### src/apc_pkg.sv
// Package of constants, types and functions for the converter control block
// Operation
// RULE_01: Control register write aborts sequence, never starts
// RULE_02: Power bit 7: 0 down, 1 normal
// RULE_03: Software waits recovery time after power-up
// RULE_04: Normal clear: status read, then result read
// RULE_05: Fast clear: any result access clears flag
// RULE_06: Bit 5 halts and powers down in wait
// RULE_07: Wait exit resumes halted conversion; discard result
// RULE_08: Bit 4: 0 edge, 1 level trigger
// RULE_09: Bit 3: 0 falling/low, 1 rising/high
// RULE_10: Bit 2 enables external trigger starts
// RULE_11: Analog trigger source enables its digital buffer
// RULE_12: Bit 1 gates sequence-done interrupt request
// RULE_13: Bit 0 reads done flag when enabled; read-only
// RULE_14: Source kind bit plus four-bit channel field
// RULE_15: All writable fields reset to zero
package apc_pkg;

   // ***************************************************************
   // Register map (byte addresses)
   // ***************************************************************
   localparam logic [7:0] OFF_CTRL2 = 8'h00;
   localparam logic [7:0] OFF_TRIGSEL = 8'h04;
   localparam logic [7:0] OFF_SEQ = 8'h08;
   localparam logic [7:0] OFF_CHSTAT = 8'h0C;
   localparam logic [7:0] OFF_RES_BASE = 8'h40;
   localparam logic [7:0] OFF_RES_LAST = 8'h7C;

   // ***************************************************************
   // Field positions
   // ***************************************************************
   localparam int BIT_POWER = 7;
   localparam int BIT_FFC = 6;
   localparam int BIT_WAITPD = 5;
   localparam int BIT_LEVEL = 4;
   localparam int BIT_POL = 3;
   localparam int BIT_EXTEN = 2;
   localparam int BIT_IRQEN = 1;
   localparam int BIT_IRQFLAG = 0;
   localparam int BIT_KIND = 7;
   localparam int BIT_SEQ_START = 0;
   localparam int BIT_SEQ_SCF = 1;
   localparam int BIT_SEQ_BUSY = 2;
   localparam int BIT_SEQ_HALT = 3;

   // ***************************************************************
   // Sizes and reset values
   // ***************************************************************
   localparam int NUM_CH = 16;
   localparam int NUM_TRIG = 4;
   localparam int RES_W = 10;
   localparam logic [3:0] SEQ_LAST = 4'h3;
   localparam logic [7:0] CTRL2_RESET = 8'h00;
   localparam logic [4:0] TRIGSEL_RESET = 5'h00;

   // Writable control fields, bit 0 of the register is read-only
   typedef struct packed {
      logic power;
      logic ffc;
      logic waitpd;
      logic level;
      logic pol;
      logic exten;
      logic irqen;
   } apc_ctrl_t;

   // Trigger source selection
   typedef struct packed {
      logic kind;
      logic [3:0] chan;
   } apc_trigsel_t;

   // Sequencer states, one-hot
   typedef enum logic [2:0] {
      ST_IDLE = 3'b001,
      ST_RUN = 3'b010,
      ST_HALT = 3'b100
   } apc_state_t;

   // Address falls in the result window
   function automatic logic is_result(input logic [7:0] addr);
      is_result = (addr >= OFF_RES_BASE) && (addr <= OFF_RES_LAST)
                  && (addr[1:0] == 2'b00);
   endfunction : is_result

   // Result slot index from address
   function automatic logic [3:0] res_index(input logic [7:0] addr);
      res_index = addr[5:2];
   endfunction : res_index

endpackage : apc_pkg

### src/apc_result_mem.sv
// Result storage, sixteen words with registered read data
`timescale 1ns/1ps
module apc_result_mem
   import apc_pkg::*;
(
   // Clock
   input wire logic clk_in,
   // Write port
   input wire logic wr_en_in,
   input wire logic [3:0] wr_addr_in,
   input wire logic [RES_W-1:0] wr_data_in,
   // Read port
   input wire logic [3:0] rd_addr_in,
   output logic [RES_W-1:0] rd_data_out
);

   logic [RES_W-1:0] mem_q [NUM_CH];

   // Storage has no reset; flags tell software what is valid
   always_ff @(posedge clk_in) begin
      if (wr_en_in) begin
         mem_q[wr_addr_in] <= wr_data_in;
      end
      rd_data_out <= mem_q[rd_addr_in];
   end

endmodule : apc_result_mem

### src/apc_trig_detect.sv
// External trigger edge and level detector
`timescale 1ns/1ps
module apc_trig_detect
   import apc_pkg::*;
(
   // Clock and reset
   input wire logic clk_in,
   input wire logic rst_in,
   // Configuration
   input wire logic enable_in,
   input wire logic level_in,
   input wire logic pol_in,
   // Trigger source and result
   input wire logic src_in,
   output logic fire_out
);

   logic prev_q;
   logic prev_d;
   logic fire_q;
   logic fire_d;

   // Edge or level qualification
   always_comb begin
      prev_d = src_in;
      fire_d = 1'b0;
      if (enable_in) begin
         if (level_in) begin
            fire_d = (src_in == pol_in);                 // [RULE_08] [RULE_09]
         end else if (pol_in) begin
            fire_d = src_in & ~prev_q;                   // [RULE_09]
         end else begin
            fire_d = ~src_in & prev_q;                   // [RULE_09]
         end
      end
   end

   always_ff @(posedge clk_in) begin
      if (rst_in) begin
         prev_q <= 1'b0;
         fire_q <= 1'b0;
      end else begin
         prev_q <= prev_d;
         fire_q <= fire_d;
      end
   end

   assign fire_out = fire_q;

endmodule : apc_trig_detect

### src/apc_top.sv
// Converter control register, trigger, flags and sequencer
//
// The APB slave port and the address map are this design's own decisions.
`timescale 1ns/1ps
module apc_top
   import apc_pkg::*;
(
   // Clock and reset
   input wire logic CLK_SYS_IN,
   input wire logic SYS_RST_IN,
   // APB slave
   input wire logic PSEL_IN,
   input wire logic PENABLE_IN,
   input wire logic PWRITE_IN,
   input wire logic [7:0] PADDR_IN,
   input wire logic [31:0] PWDATA_IN,
   output logic [31:0] PRDATA_OUT,
   output logic PREADY_OUT,
   output logic PSLVERR_OUT,
   // Device mode
   input wire logic WAIT_MODE_IN,
   // Trigger sources
   input wire logic [NUM_CH-1:0] ANALOG_DIG_IN,
   input wire logic [NUM_TRIG-1:0] TRIG_IN,
   output logic [NUM_CH-1:0] DIG_BUF_EN_OUT,
   // Analog converter core
   output logic ANALOG_POWER_OUT,
   output logic CONV_START_OUT,
   output logic [3:0] CONV_CHAN_OUT,
   output logic CONV_ABORT_OUT,
   input wire logic CONV_DONE_IN,
   input wire logic [RES_W-1:0] CONV_DATA_IN,
   // Interrupt request
   output logic SEQ_IRQ_OUT
);

   // ***************************************************************
   // Declarations
   // ***************************************************************
   apc_ctrl_t ctrl_q, ctrl_d;
   apc_trigsel_t tsel_q, tsel_d;
   apc_state_t state_q, state_d;
   logic [3:0] cnt_q, cnt_d;
   logic busy_conv_q, busy_conv_d;
   logic start_q, start_d;
   logic abort_q, abort_d;
   logic scf_q, scf_d;
   logic [NUM_CH-1:0] ccf_q, ccf_d;
   logic [NUM_CH-1:0] armed_q, armed_d;
   logic pready_q, pready_d;
   logic pslverr_q, pslverr_d;
   logic [31:0] prdata_q, prdata_d;
   logic power_q, power_d;
   logic irq_q, irq_d;
   logic [NUM_CH-1:0] bufen_q, bufen_d;
   logic commit;
   logic wr_ctrl2;
   logic sw_start;
   logic trig_src;
   logic trig_fire;
   logic abort_now;
   logic seq_begin;
   logic res_wr;
   logic [RES_W-1:0] res_rdata;
   logic [NUM_CH-1:0] res_hit;
   logic [NUM_CH-1:0] clr_ccf;
   logic [NUM_CH-1:0] set_ccf;
   logic [7:0] ctrl_byte;

   // ***************************************************************
   // APB decode
   // ***************************************************************
   // Access completes on the edge where our own ready is seen high
   assign commit = PSEL_IN & PENABLE_IN & pready_q;
   assign wr_ctrl2 = commit & PWRITE_IN & (PADDR_IN == OFF_CTRL2);
   assign sw_start = commit & PWRITE_IN & (PADDR_IN == OFF_SEQ)
                     & PWDATA_IN[BIT_SEQ_START];

   // Read view of the control register, bit 0 shows the done flag gated by bit 1
   assign ctrl_byte = {ctrl_q.power, ctrl_q.ffc, ctrl_q.waitpd,
                       ctrl_q.level, ctrl_q.pol, ctrl_q.exten,
                       ctrl_q.irqen, ctrl_q.irqen & scf_q}; // [RULE_13]

   // Ready after one wait state so the result memory can be read
   always_comb begin
      pready_d = PSEL_IN & PENABLE_IN & ~pready_q;
      pslverr_d = 1'b0;
      prdata_d = prdata_q;
      if (pready_d) begin
         prdata_d = 32'h0000_0000;
         case (PADDR_IN)
            OFF_CTRL2: prdata_d = {24'h00_0000, ctrl_byte};
            OFF_TRIGSEL: prdata_d = {24'h00_0000, tsel_q.kind, 3'h0,
                                     tsel_q.chan};
            OFF_SEQ: prdata_d = {28'h000_0000, state_q == ST_HALT,
                                 state_q != ST_IDLE, scf_q, 1'b0};
            OFF_CHSTAT: prdata_d = {16'h0000, ccf_q};
            default: begin
               if (is_result(PADDR_IN)) begin
                  prdata_d = {22'h00_0000, res_rdata};
               end else begin
                  pslverr_d = 1'b1;
               end
            end
         endcase
         if (PWRITE_IN) begin
            prdata_d = 32'h0000_0000;
         end
      end
   end

   // ***************************************************************
   // Configuration registers
   // ***************************************************************
   // Bit 0 is not stored, so writes to it have no effect
   always_comb begin
      ctrl_d = ctrl_q;
      tsel_d = tsel_q;
      if (wr_ctrl2) begin
         ctrl_d = PWDATA_IN[7:1];                  // [RULE_02] [RULE_13]
      end
      if (commit & PWRITE_IN & (PADDR_IN == OFF_TRIGSEL)) begin
         tsel_d.kind = PWDATA_IN[BIT_KIND];        // [RULE_14]
         tsel_d.chan = PWDATA_IN[3:0];             // [RULE_14]
      end
   end

   // ***************************************************************
   // Trigger source selection
   // ***************************************************************
   // Reserved dedicated codes select a constant low source, which fires in low-level mode
   always_comb begin
      trig_src = 1'b0;
      bufen_d = '0;
      if (!tsel_q.kind) begin
         trig_src = ANALOG_DIG_IN[tsel_q.chan];    // [RULE_14]
         if (ctrl_q.exten) begin
            bufen_d[tsel_q.chan] = 1'b1;           // [RULE_11]
         end
      end else if (tsel_q.chan < 4'(NUM_TRIG)) begin
         trig_src = TRIG_IN[tsel_q.chan[1:0]];     // [RULE_14]
      end
   end

   apc_trig_detect u_trig (
      .clk_in(CLK_SYS_IN),
      .rst_in(SYS_RST_IN),
      .enable_in(ctrl_q.exten),                    // [RULE_10]
      .level_in(ctrl_q.level),
      .pol_in(ctrl_q.pol),
      .src_in(trig_src),
      .fire_out(trig_fire)
   );

   // ***************************************************************
   // Conversion sequencer
   // ***************************************************************
   // A powered-down converter cannot hold a sequence either
   assign abort_now = wr_ctrl2 | ~ctrl_q.power;    // [RULE_01] [RULE_02]
   assign seq_begin = (state_q == ST_IDLE) & ~abort_now
                      & (sw_start | (trig_fire & ctrl_q.exten)); // [RULE_10]
   assign res_wr = (state_q == ST_RUN) & busy_conv_q & CONV_DONE_IN
                   & ~abort_now;

   // Control register write only aborts; a start needs its own cause
   always_comb begin
      state_d = state_q;
      cnt_d = cnt_q;
      busy_conv_d = busy_conv_q;
      start_d = 1'b0;
      abort_d = 1'b0;
      case (state_q)
         ST_IDLE: begin
            if (seq_begin) begin
               state_d = ST_RUN;
               cnt_d = 4'h0;
               start_d = 1'b1;
               busy_conv_d = 1'b1;
            end
         end
         ST_RUN: begin
            if (abort_now) begin
               state_d = ST_IDLE;                  // [RULE_01]
               busy_conv_d = 1'b0;
               abort_d = 1'b1;
            end else if (WAIT_MODE_IN & ctrl_q.waitpd) begin
               state_d = ST_HALT;                  // [RULE_06]
               busy_conv_d = 1'b0;
               abort_d = 1'b1;
            end else if (res_wr) begin
               busy_conv_d = 1'b0;
               if (cnt_q == SEQ_LAST) begin
                  state_d = ST_IDLE;
               end else begin
                  cnt_d = cnt_q + 4'h1;
                  start_d = 1'b1;
                  busy_conv_d = 1'b1;
               end
            end
         end
         ST_HALT: begin
            if (abort_now) begin
               state_d = ST_IDLE;                  // [RULE_01]
            end else if (!WAIT_MODE_IN) begin
               // Reissue the slot that was cut; its value is unreliable
               state_d = ST_RUN;                   // [RULE_07]
               start_d = 1'b1;
               busy_conv_d = 1'b1;
            end
         end
         default: begin
            state_d = ST_IDLE;
            busy_conv_d = 1'b0;
         end
      endcase
   end

   // Converter power follows the power bit, gated by wait power-down
   always_comb begin
      power_d = ctrl_q.power & ~(WAIT_MODE_IN & ctrl_q.waitpd); // [RULE_06]
      irq_d = ctrl_q.irqen & scf_q;                // [RULE_12]
   end

   // ***************************************************************
   // Completion flags
   // ***************************************************************
   // Per-slot access decode, shared by both clearing modes
   always_comb begin
      res_hit = '0;
      if (commit & is_result(PADDR_IN)) begin
         res_hit[res_index(PADDR_IN)] = 1'b1;
      end
   end

   // Set wins over clear, so no completion is lost
   always_comb begin
      set_ccf = '0;
      if (res_wr) begin
         set_ccf[cnt_q] = 1'b1;
      end
      if (ctrl_q.ffc) begin
         clr_ccf = res_hit;                        // [RULE_05]
      end else begin
         clr_ccf = res_hit & armed_q & {NUM_CH{~PWRITE_IN}}; // [RULE_04]
      end
      ccf_d = (ccf_q & ~clr_ccf) | set_ccf;
      armed_d = armed_q & ~clr_ccf & ~set_ccf;
      if (commit & ~PWRITE_IN & (PADDR_IN == OFF_CHSTAT)) begin
         armed_d = ccf_q & ~set_ccf;               // [RULE_04]
      end
      scf_d = scf_q;
      if (seq_begin) begin
         scf_d = 1'b0;
      end
      if (commit & PWRITE_IN & (PADDR_IN == OFF_SEQ)
          & PWDATA_IN[BIT_SEQ_SCF]) begin
         scf_d = 1'b0;
      end
      if (res_wr & (cnt_q == SEQ_LAST)) begin
         scf_d = 1'b1;
      end
   end

   apc_result_mem u_mem (
      .clk_in(CLK_SYS_IN),
      .wr_en_in(res_wr),
      .wr_addr_in(cnt_q),
      .wr_data_in(CONV_DATA_IN),
      .rd_addr_in(res_index(PADDR_IN)),
      .rd_data_out(res_rdata)
   );

   // ***************************************************************
   // State registers
   // ***************************************************************
   always_ff @(posedge CLK_SYS_IN) begin
      if (SYS_RST_IN) begin
         ctrl_q <= apc_ctrl_t'(CTRL2_RESET[7:1]);  // [RULE_15]
         tsel_q <= apc_trigsel_t'(TRIGSEL_RESET);
         state_q <= ST_IDLE;
         cnt_q <= 4'h0;
         busy_conv_q <= 1'b0;
         start_q <= 1'b0;
         abort_q <= 1'b0;
         scf_q <= 1'b0;
         ccf_q <= '0;
         armed_q <= '0;
         pready_q <= 1'b0;
         pslverr_q <= 1'b0;
         prdata_q <= 32'h0000_0000;
         power_q <= 1'b0;
         irq_q <= 1'b0;
         bufen_q <= '0;
      end else begin
         ctrl_q <= ctrl_d;
         tsel_q <= tsel_d;
         state_q <= state_d;
         cnt_q <= cnt_d;
         busy_conv_q <= busy_conv_d;
         start_q <= start_d;
         abort_q <= abort_d;
         scf_q <= scf_d;
         ccf_q <= ccf_d;
         armed_q <= armed_d;
         pready_q <= pready_d;
         pslverr_q <= pslverr_d;
         prdata_q <= prdata_d;
         power_q <= power_d;
         irq_q <= irq_d;
         bufen_q <= bufen_d;
      end
   end

   // ***************************************************************
   // Outputs, all straight from flip-flops
   // ***************************************************************
   assign PRDATA_OUT = prdata_q;
   assign PREADY_OUT = pready_q;
   assign PSLVERR_OUT = pslverr_q;
   assign DIG_BUF_EN_OUT = bufen_q;
   assign ANALOG_POWER_OUT = power_q;
   assign CONV_START_OUT = start_q;
   assign CONV_CHAN_OUT = cnt_q;
   assign CONV_ABORT_OUT = abort_q;
   assign SEQ_IRQ_OUT = irq_q;

endmodule : apc_top

### config.mk
export PLATFORM = sky130hd
export DESIGN_NAME = apc_top
export DESIGN_NICKNAME = d
export VERILOG_FILES = /design/src/apc_pkg.sv /design/src/apc_result_mem.sv /design/src/apc_trig_detect.sv /design/src/apc_top.sv
export SDC_FILE = /design/constraint.sdc
export NUM_CORES = 1
export LEC_CHECK = 0
export BUFFER_PORTS_ARGS = -buffer_cell sky130_fd_sc_hd__buf_2
export CAP_MARGIN = 20
export CORE_UTILIZATION = 40
export CTS_CLUSTER_SIZE = 16
export DETAILED_ROUTE_END_ITERATION = 10
export PLACE_DENSITY = 0.7
export SLEW_MARGIN = 20
export SYNTH_ARGS = -nofsm -noshare
export SYNTH_HDL_FRONTEND = slang
export SYNTH_SLANG_ARGS = --single-unit
### constraint.sdc
create_clock -name CLK_SYS_IN -period 2.65 [get_ports CLK_SYS_IN]
set_input_delay 0.795 -clock CLK_SYS_IN [delete_from_list [all_inputs] [get_ports CLK_SYS_IN]]
set_output_delay 0.795 -clock CLK_SYS_IN [all_outputs]
set_load 0.005 [all_outputs]
### After elaboration in Yosys (flattened, before gate mapping)

Memories as Yosys holds them, arrays and structs flattened. A register that Yosys moved wholly into a read port is not among the register bits.
Cells that the tools add are included.

| word-level totals | value |
|---|---|
| latch bits | 0 |
| output and inout port bits | 58 |
| memories | 1 |
| logic and storage cells | 175 |
| memory bits (writable) | 160 |
| register bits after elaboration | 109 |
| ROM bits | 0 |

| operators by class | value |
|---|---|
| bitwise gates (word level) | 45 |
| divide/modulo/power cells | 0 |
| multiplexer cells | 58 |
| $mul | 0 |
| add/subtract/negate cells | 1 |
| shift operators | 0 |
| $lt $le $gt $ge | 10 |
| reductions and logical operators | 16 |
| eq/ne operators | 19 |

Memories:

| memory | depth | bits a word | rd ports | clocked after Yosys merged registers in | write ports | RTL line | RTL |
|---|---|---|---|---|---|---|---|
| u_mem.mem_q | 16 | 10 | 1 | 1 | 1 | apc_result_mem.sv:17 | `logic [RES_W-1:0] mem_q [NUM_CH];` |

Operators with widths:

| kind | count |
|---|---|
| $and 16x16->16 | 6 |
| $mux 16 | 4 |
| $pmux 16 s4 | 1 |
| $mux 32 | 1 |
| $not 16->16 | 2 |
| $mux 1 | 30 |
| $and 1x1->1 | 24 |
| $mux 3 | 7 |
| $mux 4 | 5 |
| $eq 8x4->1 const B | 2 |
| $or 16x16->16 | 1 |
| $lt 4x5->1 const B | 3 |
| $ne 2x2->1 const B | 7 |
| $demux 1 s4 | 3 |
| $ge 4x1->1 const B | 3 |
| $mux 10 | 1 |
| $not 1->1 | 10 |
| $pmux 3 s3 | 1 |
| $eq 8x3->1 const B | 1 |
| $ge 8x7->1 const B | 1 |
| $le 8x7->1 const B | 1 |
| $logic_not 8->1 | 1 |
| $pmux 4 s2 | 1 |
| $reduce_and 4->1 | 2 |
| other kinds (24) | 31 |

### Depth between registers and ports, before layout

Gate-level depths: netlist of the first run.

| logic depth | value |
|---|---|
| word-level depth | 12 |
| depth in mapped cells | 8 |
| depth with buffers taken out | 6 |

### Modules after synthesis

From an unflattened synthesis of the first run, not the netlist that was laid out.

| second synthesis, totals | value |
|---|---|
| cell total of the unflattened synthesis | 800 |
| area total of the unflattened synthesis | 10,929.2 sq um |

Modules (own cells, without submodules):

| module | seq. area each (sq um) | area an instance (sq um) | instances | cells each |
|---|---|---|---|---|
| apc_result_mem | 5,004.8 | 6,353.6 | 1 | 279 |
| apc_top | 1,821.7 | 4,498.1 | 1 | 512 |
| apc_trig_detect | 40.0 | 77.6 | 1 | 9 |

### Least setup slack after synthesis of the first run

No wires, ideal clock.

| timing | value |
|---|---|
| kind | input -> register |
| start point | in PADDR_IN[2] |
| end point | reg u_mem.rd_data_out[0] (read register of u_mem.mem_q) |
| data arrival time | 2.542 ns |
| stages on the path | 4 |
| data required time | 2.516 ns |
| library setup time | 0.134 ns |
| setup slack | -0.026 ns |
| path through | clkbuf_1 -> buf_1 -> mux4_2 -> mux4_2 |

RTL lines:

| item | RTL line | RTL |
|---|---|---|
| start, declared | apc_top.sv:15 | `input wire logic [7:0] PADDR_IN,` |
| end, declared | apc_result_mem.sv:14 | `output logic [RES_W-1:0] rd_data_out` |

### Worst setup path in the final report of the first run

| timing | value |
|---|---|
| start point | reg state_q[1] |
| end point | mem u_mem.mem_q[6][4], enable pin |

| on the way | value |
|---|---|
| longest elaborated chain between the ends | 6 |

RTL lines:

| item | RTL line | RTL |
|---|---|---|
| start, declared | apc_top.sv:42 | `apc_state_t state_q, state_d;` |
| start signal, assigned | apc_top.sv:297 | `state_q <= state_d;` |
| $eq 3x2->1 | apc_top.sv:162 | `assign res_wr = (state_q == ST_RUN) & busy_conv_q & CONV_DONE_IN` |
| $and 1x1->1 (2 in series) | apc_top.sv:162 |  |
| $and 1x1->1 | apc_top.sv:163 | `& ~abort_now;` |
| $mux 1 | apc_result_mem.sv:21 | `if (wr_en_in) begin` |
| $mux 1 (not written as such) | apc_result_mem.sv:22 | `mem_q[wr_addr_in] <= wr_data_in;` |
| end, declared | apc_result_mem.sv:17 |  |

Every way passes these cells.

==> qor.yml, run 1 <==
status: "finished, violations left"
failed_checks: "DRC"
final_layout_size_suffix_gt1_share_pct: 31.6
worst-slew-pin-transition_ns: 0.698
critical_path_class: "flip-flop to flip-flop"
worstSkewPairLatency_ns: 0.53
inserted_clock_buffers: 27
setup.worst_path.end_class: "flip-flop"
clock.fmax_mhz: 413
worstSetupStartpoint: "state_q[1]$_SDFFE_PP0P_"
place_area_sq_um: 12400
root_buffer: "sky130_fd_sc_hd__clkbuf_16"
buffer_ports.inserted: 94
synth_edf_count: 160
vias_per_cell: 5.50
groute.usage.overall_pct: 19.8
grt_antenna_before_repair: 1
crit-reg2reg-launch: "state_q[1]$_SDFFE_PP0P_"
timing.rr.end: "u_mem.mem_q[6][4]$_DFFE_PP_"
synth_top_cells_by_area: "sky130_fd_sc_hd__edfxtp_1 45%, sky130_fd_sc_hd__dfxtp_1 19%, sky130_fd_sc_hd__mux4_2 12%"
startpoint_type: "flip-flop"
max_cap_viol_count: 0
final_area_sq_um: 13300
power.density_cell_area_nw_per_um2: 645
synth_most_common_cell: "sky130_fd_sc_hd__edfxtp_1"
bufs_on_longest_clock_path: 3
finalHoldViolations: 0
ys_seq_elements: 263
cts_post_setup_buffers_inserted: 0
area_of_the_die_sq_um: 27500
worst-endpoint-required_ns: 2.89
avg_wl_per_cell_microns: 20.5
yosys_most_used_dff: "sky130_fd_sc_hd__edfxtp_1"
chipWidth_microns: 166
arrival_ns: 2.66
ys.warnings.count: 0
grt_overflow: 0
cts_tree: "done"
dp_hpwl_mm: 18.3
starting_utilization_of_the_core_area_pct: 40.9
worst_setup_hold_path_clk_slew_ns: 0.06
max_slew_headroom_pct: 53.0
final-setup-viol-count: 0
place.gp.congestion: 0.897
fin_skew_ns: 0.00955
vdd_drop_max_mv: 0.440
cts_hold_repair.buffers: 0
finalNetCount: 1046
antenna_cells: 0
ios: 135
design.core.area_sq_um: 26200
row_count: 59
reg2reg_setup_slack_ns: 0.23
drt_pass1_iterations: 11
clock_sinks: 263
synth.cell_area_sq_um: 10700
die-height_microns: 166
synth_cells: 776
synth.distinct_cells: 55
power.leakage_uw: 0.00485
aggregate_routed_wire_length_mm: 27.1
final_period_minus_worst_setup_slack_ns: 2.42
drc_errors: 20
maxSlewViolCount: 0
worst-path-max-fanout: 7
period_share_pct: 91.3
worst_setup_path_endpoint: "u_mem.mem_q[6][4]$_DFFE_PP_"
holdCritPathClass: "flip-flop to flip-flop"
final.setup.worst_slack_ns: 0.232
place_ws_ns: -0.219
synth_area_per_cell_sq_um: 13.8
synth_top_area_cell: "sky130_fd_sc_hd__edfxtp_1"
post_synth_most_frequent_cells: "160 x sky130_fd_sc_hd__edfxtp_1, 103 x sky130_fd_sc_hd__dfxtp_1, 70 x sky130_fd_sc_hd__nand2_1"
rsz0062_at_grt: "no"
syn2layout_area_growth_pct: 23.5
htreeDepth: 1
cts_resized: 0
worst_r2r_path_depth: 6
netlist.area_leader.share_pct: 44.8
grt_pass1_vias: 7154
global_route_wire_length_before_repair_mm: 41.7
pin_count_of_the_biggest_net_entering_global_routing: 41
initialDrtViolationCount: 767
postSynth.asyncResetShare_pct: 0
antenna_violating_nets_post_route: 0
route.vias.total: 7263
synth.yosys.seq_area_share_pct: 64.0
finalSetupTns_ns: 0
-- worst min-delay path by stage --
stage | start | to | cells after the start
3_5_place_dp | ctrl_byte[1]$_SDFFE_PP0P_ | ctrl_byte[1]$_SDFFE_PP0P_ | 2
5_1_grt | armed_q[1]$_SDFF_PP0_ | armed_q[1]$_SDFF_PP0_ | 2
2_1_floorplan | ctrl_byte[1]$_SDFFE_PP0P_ | ctrl_byte[1]$_SDFFE_PP0P_ | 2
6_report | ctrl_byte[1]$_SDFFE_PP0P_ | ctrl_byte[1]$_SDFFE_PP0P_ | 2
4_1_cts | ctrl_byte[1]$_SDFFE_PP0P_ | ctrl_byte[1]$_SDFFE_PP0P_ | 2
3_3_place_gp | ctrl_byte[1]$_SDFFE_PP0P_ | ctrl_byte[1]$_SDFFE_PP0P_ | 2
-- report_power, final --
group	internal (uW)	total [uW]	switching, uW
clock network	2270	3830	1560
logic	159	357	198
registers	4350	4370	16.9
-- registers in the layout, indices dropped and copies added, names as in the netlist, 3 cells and up --
register           count
ctrl_byte              7
PRDATA_OUT            16
state_q                3
u_mem.rd_data_out     10
armed_q               16
ccf_q                 16
CONV_CHAN_OUT          4
DIG_BUF_EN_OUT        16
u_mem.mem_q          160
tsel_q                 5
-- per-layer routing --
metal	share of wire, %	wire length (microns)	track usage, %
met1	44	11800	27.9
met2	47	12600	32.0
met3	7.8	2120	3.29
met4	1.9	519	4.84
met5	0.030	8	0
-- per-stage QoR --
step | util, % | power [uW] | instances | hold WS [ns]
finish | 50.6 | 8560 | 1321 | 0.475
detailed placement | 47.2 | 4810 | 1271 | 0.465
CTS | 50.6 | 8590 | 1321 | 0.474
global placement | 47.2 | 4800 | 1271 | 0.459
global route | 50.6 | 8790 | 1321 | 0.488
floorplan | - | 4660 | 791 | 0.442
-- final cells by class --
cell class | instances | area, sq um
Clock inverter | 16 | 190
Timing Repair Buffer | 199 | 1440
Fill cell | 2201 | 13000
Multi-Input combinational cell | 448 | 3540
Sequential cell | 263 | 6870
Inverter | 26 | 97.6
Tap cell | 335 | 419
Clock buffer | 34 | 702
-- logic make-up after synthesis --
family | Yosys count | synth area share [%]
AO/OA/AOI/OAI | 128 | 7.74
buffers and inverters | 80 | 3.57
multiplexers | 78 | 14.1
other | 1 | 0.0349
adder cells (fa/ha/maj) | 4 | 0.466
AND/OR/NAND/NOR | 222 | 10.1
flip-flops | 263 | 64.0
-- critical path, cell delays in order, from the launching register on --
cell	delay [ns]
sky130_fd_sc_hd__dfxtp_1	0.45
sky130_fd_sc_hd__nor3b_1	0.29
sky130_fd_sc_hd__nand3_1	0.24
sky130_fd_sc_hd__nor4_1	0.64
sky130_fd_sc_hd__nand2_1	0.16
sky130_fd_sc_hd__inv_1	0.16
sky130_fd_sc_hd__buf_4	0.19
-- cells in the final DEF (no fill, tap or decap), drive strengths merged, types with 9 or more instances in the layout --
| cell type | n |
|---|---|
| buf | 199 |
| edfxtp | 160 |
| dfxtp | 103 |
| nand2 | 70 |
| mux4 | 58 |
| nor2 | 57 |
| a21oi | 34 |
| clkbuf | 34 |
| inv | 28 |
| o21ai | 27 |
| nor3 | 20 |
| a22oi | 19 |
| nor2b | 16 |
| mux2i | 16 |
| conb | 16 |
| nand3 | 14 |
| o31ai | 12 |
| a211oi | 9 |
| nor4 | 9 |
(Power assumes the default switching activity.)
==> inputs of run 2 (changes only) <==
--- a/config.mk
+++ b/config.mk
@@ -7,10 +7,10 @@
 export LEC_CHECK = 0
 export BUFFER_PORTS_ARGS = -buffer_cell sky130_fd_sc_hd__buf_2
 export CAP_MARGIN = 20
-export CORE_UTILIZATION = 40
+export CORE_UTILIZATION = 33
 export CTS_CLUSTER_SIZE = 16
 export DETAILED_ROUTE_END_ITERATION = 10
-export PLACE_DENSITY = 0.7
+export PLACE_DENSITY = 0.61
 export SLEW_MARGIN = 20
 export SYNTH_ARGS = -nofsm -noshare
 export SYNTH_HDL_FRONTEND = slang
==> run 2 against run 1 <==
The flow now finishes without violations. Sequential share of layout area fell by 0.72 points. Clock power rose by 2%. Critical endpoint is now u_mem.mem_q[10][5]$_DFFE_PP_. Count of clock-buffer cells in the layout rose by 6. Critical path depth rose by 3. Via count fell by 0.91%.
==> qor.yml, run 2 (synthesis gave the netlist of run 1 again) <==
global_route_wire_length_before_repair_mm: 41.6  # was 41.7 mm
route.vias.total: 7197  # was 7263
htreeDepth: 1  # unchanged
cts_tree: "done"  # unchanged
final-setup-viol-count: 0  # unchanged
power.density_cell_area_nw_per_um2: 644  # was 645 nW/um^2
aggregate_routed_wire_length_mm: 27.1  # about the same
pin_count_of_the_biggest_net_entering_global_routing: 41  # unchanged
drc_errors: 0  # was 20
groute.usage.overall_pct: 16.3  # was 19.8%
ios: 135  # unchanged
finalNetCount: 1047  # was 1046
area_of_the_die_sq_um: 33200  # was 27500 sq um
grt_overflow: 0  # unchanged
avg_wl_per_cell_microns: 19.0  # was 20.5 microns
rsz0062_at_grt: "no"  # unchanged
period_share_pct: 84.5  # was 91.3%
final_period_minus_worst_setup_slack_ns: 2.24  # was 2.42 ns
most_frequent_standard_cell_in_the_layout_excluding_fill_and_tap_cells: "sky130_fd_sc_hd__edfxtp_1"  # unchanged
final_layout_size_suffix_gt1_share_pct: 32.0  # was 31.6%
row_count: 65  # was 59
initialDrtViolationCount: 487  # was 767
max_flop_register: "u_mem.mem_q"  # unchanged
grt_antenna_before_repair: 0  # was 1
worst-endpoint-required_ns: 2.97  # was 2.89 ns
postLayoutCoreUtil_pct: 42.3  # was 50.6%
number_of_flip_flops_in_the_largest_register: 160  # unchanged
fin_hold_ws_ns: 0.478  # was 0.475 ns
antenna_violating_nets_post_route: 0  # unchanged
clock.fmax_mhz: 447  # was 413 MHz
holdCritPathClass: "flip-flop to flip-flop"  # unchanged
worstHoldPathCells: 2  # unchanged
cts_hold_repair.buffers: 0  # unchanged
design.core.area_sq_um: 31800  # was 26200 sq um
bufs_on_longest_clock_path: 3  # unchanged
worst-path-max-fanout: 10  # was 7
vdd_drop_max_mv: 0.396  # was 0.440 mV
drt_pass1_iterations: 5  # was 11
startpoint_type: "input port"  # was flip-flop
fin_skew_ns: 0.0165  # was 0.00955 ns
vias_per_cell: 5.06  # was 5.50
chipWidth_microns: 182  # was 166 microns
dp_hpwl_mm: 18.5  # was 18.3 mm
finalHoldViolations: 0  # unchanged
place.gp.congestion: 0.868  # was 0.897
status: "finished clean"  # was finished, violations left
final.setup.worst_slack_ns: 0.412  # was 0.232 ns
starting_utilization_of_the_core_area_pct: 33.7  # was 40.9%
setup.worst_path.end_class: "flip-flop"  # unchanged
syn2layout_area_growth_pct: 25.3  # was 23.5%
buffer_ports.inserted: 94  # unchanged
maxSlewViolCount: 0  # unchanged
cts_post_setup_buffers_inserted: 0  # unchanged
clock_sinks: 263  # unchanged
worst_setup_hold_path_clk_slew_ns: 0.06  # about the same
root_buffer: "sky130_fd_sc_hd__clkbuf_16"  # unchanged
total_power_uw: 8650  # was 8560 uW
antenna_cells: 0  # unchanged
power.leakage_uw: 0.00490  # was 0.00485 uW
cts_resized: 0  # unchanged
worst_r2r_path_depth: 6  # unchanged
die-height_microns: 182  # was 166 microns
arrival_ns: 2.56  # was 2.66 ns
worst-slew-pin-transition_ns: 0.559  # was 0.698 ns
max_cap_viol_count: 0  # unchanged
max_slew_headroom_pct: 62.7  # was 53.0%
worstSkewPairLatency_ns: 0.56  # was 0.53 ns
critical_path_class: "input port to flip-flop"  # was flip-flop to flip-flop
inserted_clock_buffers: 28  # was 27
place_ws_ns: -0.123  # was -0.219 ns
layout_common_cells: "160 x sky130_fd_sc_hd__edfxtp_1, 103 x sky130_fd_sc_hd__dfxtp_1, 93 x sky130_fd_sc_hd__buf_2"  # unchanged
grt_pass1_vias: 7052  # was 7154
==> run 2: worst paths after layout <==
| check | from | end | slack [ns] |
|---|---|---|---|
| hold / removal | ctrl_byte[1]$_SDFFE_PP0P_ | ctrl_byte[1]$_SDFFE_PP0P_ | 0.48 |
| hold reg to reg | ctrl_byte[1]$_SDFFE_PP0P_ | ctrl_byte[1]$_SDFFE_PP0P_ | 0.48 |
| setup reg to reg | state_q[1]$_SDFFE_PP0P_ | u_mem.mem_q[0][1]$_DFFE_PP_ | 0.45 |
| setup / recovery | PADDR_IN[7] | u_mem.mem_q[10][5]$_DFFE_PP_ | 0.41 |
==> run 2: area by class of cell <==
type,count,area [sq um]
Inverter,26,97.6
Clock buffer,40,810
Sequential cell,263,6870
Multi-Input combinational cell,448,3540
Tap cell,435,544
Clock inverter,11,133
Fill cell,2928,18400
Timing Repair Buffer,199,1450
==> run 2: stage by stage <==
step           area (sq um)  std cells  TNS, ns
6_report              13400       1422        0
3_5_place_dp          12500       1371    -5.87
4_1_cts               13400       1422        0
2_1_floorplan         10800        791        0
5_1_grt               13400       1422        0
3_3_place_gp          12500       1371    -7.70
==> run 2: per-layer routing <==
metal	routed length, microns	up-vias	global-route usage [%]	share of wire (%)
li1	-	3315	-	-
met3	2010	47	2.59	7.4
met5	0	-	0	0
met4	550	0	3.60	2.0
met2	12400	313	26.5	46
met1	12100	3522	23.0	45
==> run 2: worst max-delay path, cell delays in order <==
cell and delay (ns):
sky130_fd_sc_hd__buf_2 0.11, sky130_fd_sc_hd__or3_4 0.42, sky130_fd_sc_hd__o41ai_2 0.38, sky130_fd_sc_hd__buf_4 0.19, sky130_fd_sc_hd__nor4_1 0.05, sky130_fd_sc_hd__buf_4 0.16
sky130_fd_sc_hd__nand2_1 0.15, sky130_fd_sc_hd__inv_1 0.12, sky130_fd_sc_hd__buf_12 0.17
==> run 2: power breakdown <==
| group | internal (uW) | switching, uW |
|---|---|---|
| clock network | 2320 | 1590 |
| logic | 165 | 201 |
| registers | 4350 | 18.6 |
| total | 6840 | 1810 |
==> inputs of run 3 (changes only) <==
--- a/config.mk
+++ b/config.mk
@@ -10,7 +10,7 @@
 export CORE_UTILIZATION = 33
 export CTS_CLUSTER_SIZE = 16
 export DETAILED_ROUTE_END_ITERATION = 10
-export PLACE_DENSITY = 0.61
+export PLACE_DENSITY = 0.59
 export SLEW_MARGIN = 20
 export SYNTH_ARGS = -nofsm -noshare
 export SYNTH_HDL_FRONTEND = slang
==> constraint.sdc (replaced) <==
create_clock -name CLK_SYS_IN -period 2.22 [get_ports CLK_SYS_IN]
set_input_delay 0.666 -clock CLK_SYS_IN [delete_from_list [all_inputs] [get_ports CLK_SYS_IN]]
set_output_delay 0.666 -clock CLK_SYS_IN [all_outputs]
set_load 0.005 [all_outputs]
==> run 3 against run 2 <==
Die area stayed put. Design area is 1.2% higher. Register-to-register slack worse by 0.31 ns. Combinational power is 19% higher. Sequential share of layout area is 0.62 points lower. Power is 24% higher. Wire length is 0.66% higher. Largest cell class unchanged. Highest routed layer is now met5.
==> qor.yml, run 3 (synthesis gave the netlist of run 1 again) <==
status: "finished clean"  # unchanged
layout_common_cells: "160 x sky130_fd_sc_hd__edfxtp_1, 103 x sky130_fd_sc_hd__dfxtp_1, 97 x sky130_fd_sc_hd__buf_4"  # was 160 x sky130_fd_sc_hd__edfxtp_1, 103 x sky130_fd_sc_hd__dfxtp_1, 93 x sky130_fd_sc_hd__buf_2
timing.rr.end: "u_mem.mem_q[10][6]$_DFFE_PP_"  # was u_mem.mem_q[0][1]$_DFFE_PP_
bufs_on_longest_clock_path: 3  # unchanged
finalHoldViolations: 0  # unchanged
worstHoldPathCells: 3  # was 2
avg_wl_per_cell_microns: 19.0  # about the same
finalSetupTns_ns: 0  # unchanged
dp_hpwl_mm: 18.4  # was 18.5 mm
maxSlewViolCount: 0  # unchanged
power_frac_comb_pct: 4.1  # was 4.2%
clock_power_share_pct: 47.1  # was 45.3%
row_count: 65  # unchanged
worst-path-max-fanout: 6  # was 10
most_frequent_standard_cell_in_the_layout_excluding_fill_and_tap_cells: "sky130_fd_sc_hd__edfxtp_1"  # unchanged
initialDrtViolationCount: 603  # was 487
power.density_cell_area_nw_per_um2: 786  # was 644 nW/um^2
design.core.area_sq_um: 31800  # unchanged
grt_antenna_before_repair: 3  # was 0
cts_resized: 0  # unchanged
power.leakage_uw: 0.00497  # was 0.00490 uW
critical_path_class: "input port to flip-flop"  # unchanged
crit-reg2reg-launch: "state_q[1]$_SDFFE_PP0P_"  # unchanged
pin_count_of_the_biggest_net_entering_global_routing: 35  # was 41
worstHoldEndpoint: "ctrl_byte[3]$_SDFFE_PP0P_"  # was ctrl_byte[1]$_SDFFE_PP0P_
total_power_uw: 10700  # was 8650 uW
area_of_the_die_sq_um: 33200  # unchanged
starting_utilization_of_the_core_area_pct: 33.7  # unchanged
root_buffer: "sky130_fd_sc_hd__clkbuf_16"  # unchanged
ios: 135  # unchanged
max_slew_headroom_pct: 61.1  # was 62.7%
setup.worst_path.end_class: "flip-flop"  # unchanged
hp-start: "PWDATA_IN[3]"  # was ctrl_byte[1]$_SDFFE_PP0P_
clock_sinks: 263  # unchanged
final_layout_size_suffix_gt1_share_pct: 33.3  # was 32.0%
worst-slew-pin-transition_ns: 0.577  # was 0.559 ns
syn2layout_area_growth_pct: 26.8  # was 25.3%
grt_overflow: 0  # unchanged
max_cap_viol_count: 0  # unchanged
number_of_flip_flops_in_the_largest_register: 160  # unchanged
drt_pass1_iterations: 5  # unchanged
holdCritPathClass: "input port to flip-flop"  # was flip-flop to flip-flop
aggregate_routed_wire_length_mm: 27.2  # was 27.1 mm
switching_power_uw: 2240  # was 1810 uW
worst_r2r_path_depth: 7  # was 6
finalNetCount: 1055  # was 1047
startpoint_type: "input port"  # unchanged
final_period_minus_worst_setup_slack_ns: 2.10
vias_per_cell: 5.00  # was 5.06
worstSetupStartpoint: "PADDR_IN[7]"  # unchanged
fin_skew_ns: 0.0138  # was 0.0165 ns
worst-endpoint-required_ns: 2.64  # was 2.97 ns
reg2reg_setup_slack_ns: 0.14  # was 0.45 ns
cts_hold_repair.buffers: 0  # unchanged
groute.usage.overall_pct: 16.5  # was 16.3%
buffer_ports.inserted: 94  # unchanged
inserted_clock_buffers: 29  # was 28
place_ws_ns: -0.537  # was -0.123 ns
global_route_wire_length_before_repair_mm: 41.6  # about the same
die-height_microns: 182  # unchanged
route.vias.total: 7160  # was 7197
drc_errors: 0  # unchanged
worstSkewPairLatency_ns: 0.55  # was 0.56 ns
grt_pass1_vias: 7028  # was 7052
place.gp.congestion: 0.860  # was 0.868
max_flop_register: "u_mem.mem_q"  # unchanged
clock.fmax_mhz: 477
switching_share_pct: 20.9  # was 21.0%
antenna_violating_nets_post_route: 0  # unchanged
fin_hold_ws_ns: 0.376  # was 0.478 ns
placedCellCount: 1378  # was 1371
period_share_pct: 94.5
power.sequential.fraction_pct: 48.8  # was 50.5%
cts_post_setup_buffers_inserted: 0  # unchanged
final.setup.worst_slack_ns: 0.123  # was 0.412 ns
vdd_drop_max_mv: 0.712  # was 0.396 mV
worst_setup_hold_path_clk_slew_ns: 0.06  # about the same
internal_power_uw: 8450  # was 6840 uW
fin_cells: 1433  # was 1422
rsz0062_at_grt: "no"  # unchanged
htreeDepth: 1  # unchanged
chipWidth_microns: 182  # unchanged
arrival_ns: 2.52  # was 2.56 ns
cts_tree: "done"  # unchanged
final-setup-viol-count: 0  # unchanged
run 3: per-stage QoR:
stage / cell area [sq um] / util, %
6_report: 13600 / 42.8
5_1_grt: 13600 / 42.8
4_1_cts: 13600 / 42.7
3_5_place_dp: 12600 / 39.5
3_3_place_gp: 12600 / 39.5
2_1_floorplan: 10800 / -
run 3: how the worst max path moves through the flow:
stage                     slack (ns)                            end  cells after the start
after detailed placement       -0.54  CONV_CHAN_OUT[1]$_SDFFE_PP0P_                      7
after global routing           0.002  CONV_CHAN_OUT[0]$_SDFFE_PP0P_                      6
after CTS                       0.02  CONV_CHAN_OUT[1]$_SDFFE_PP0P_                      7
after global placement         -0.54  CONV_CHAN_OUT[2]$_SDFFE_PP0P_                      7
final                           0.12  CONV_CHAN_OUT[1]$_SDFFE_PP0P_                      7
after floorplan                -0.24          armed_q[8]$_SDFF_PP0_                      8
run 3: critical path: stages:
cell,delay [ns]
sky130_fd_sc_hd__buf_2,0.12
sky130_fd_sc_hd__or3_4,0.44
sky130_fd_sc_hd__nor4_2,0.41
sky130_fd_sc_hd__buf_4,0.18
sky130_fd_sc_hd__o21ai_0,0.22
sky130_fd_sc_hd__a221oi_1,0.37
sky130_fd_sc_hd__o31ai_1,0.11
run 3: cell type report:
| class | count | area (sq um) |
|---|---|---|
| multi-input combinational | 448 | 3560 |
| tap | 435 | 544 |
| clock inverter | 16 | 211 |
| clock buffer | 38 | 811 |
| fill | 2907 | 18200 |
| inverter | 26 | 97.6 |
| antenna | 1 | 2.50 |
| timing repair buffer | 206 | 1510 |
| sequential | 263 | 6870 |
run 3: layer usage:
metal	part of all wire, %	up-vias	GRT usage, %	wire length (microns)
met5	0.059	-	0	16
li1	-	3328	-	-
met2	45	255	26.0	12200
met4	2.6	4	4.67	704
met1	45	3523	22.8	12300
met3	7.3	50	3.59	1990
run 3: power groups by stage:
| stage | Clock [uW] | Combinational (uW) | Sequential (uW) |
|---|---|---|---|
| after global routing | 5320 | 470 | 5220 |
| after floorplan | 0 | 258 | 5310 |
| final | 5040 | 434 | 5220 |
| after CTS | 5150 | 435 | 5220 |
| after detailed placement | 0 | 434 | 5330 |
| after global placement | 0 | 430 | 5330 |
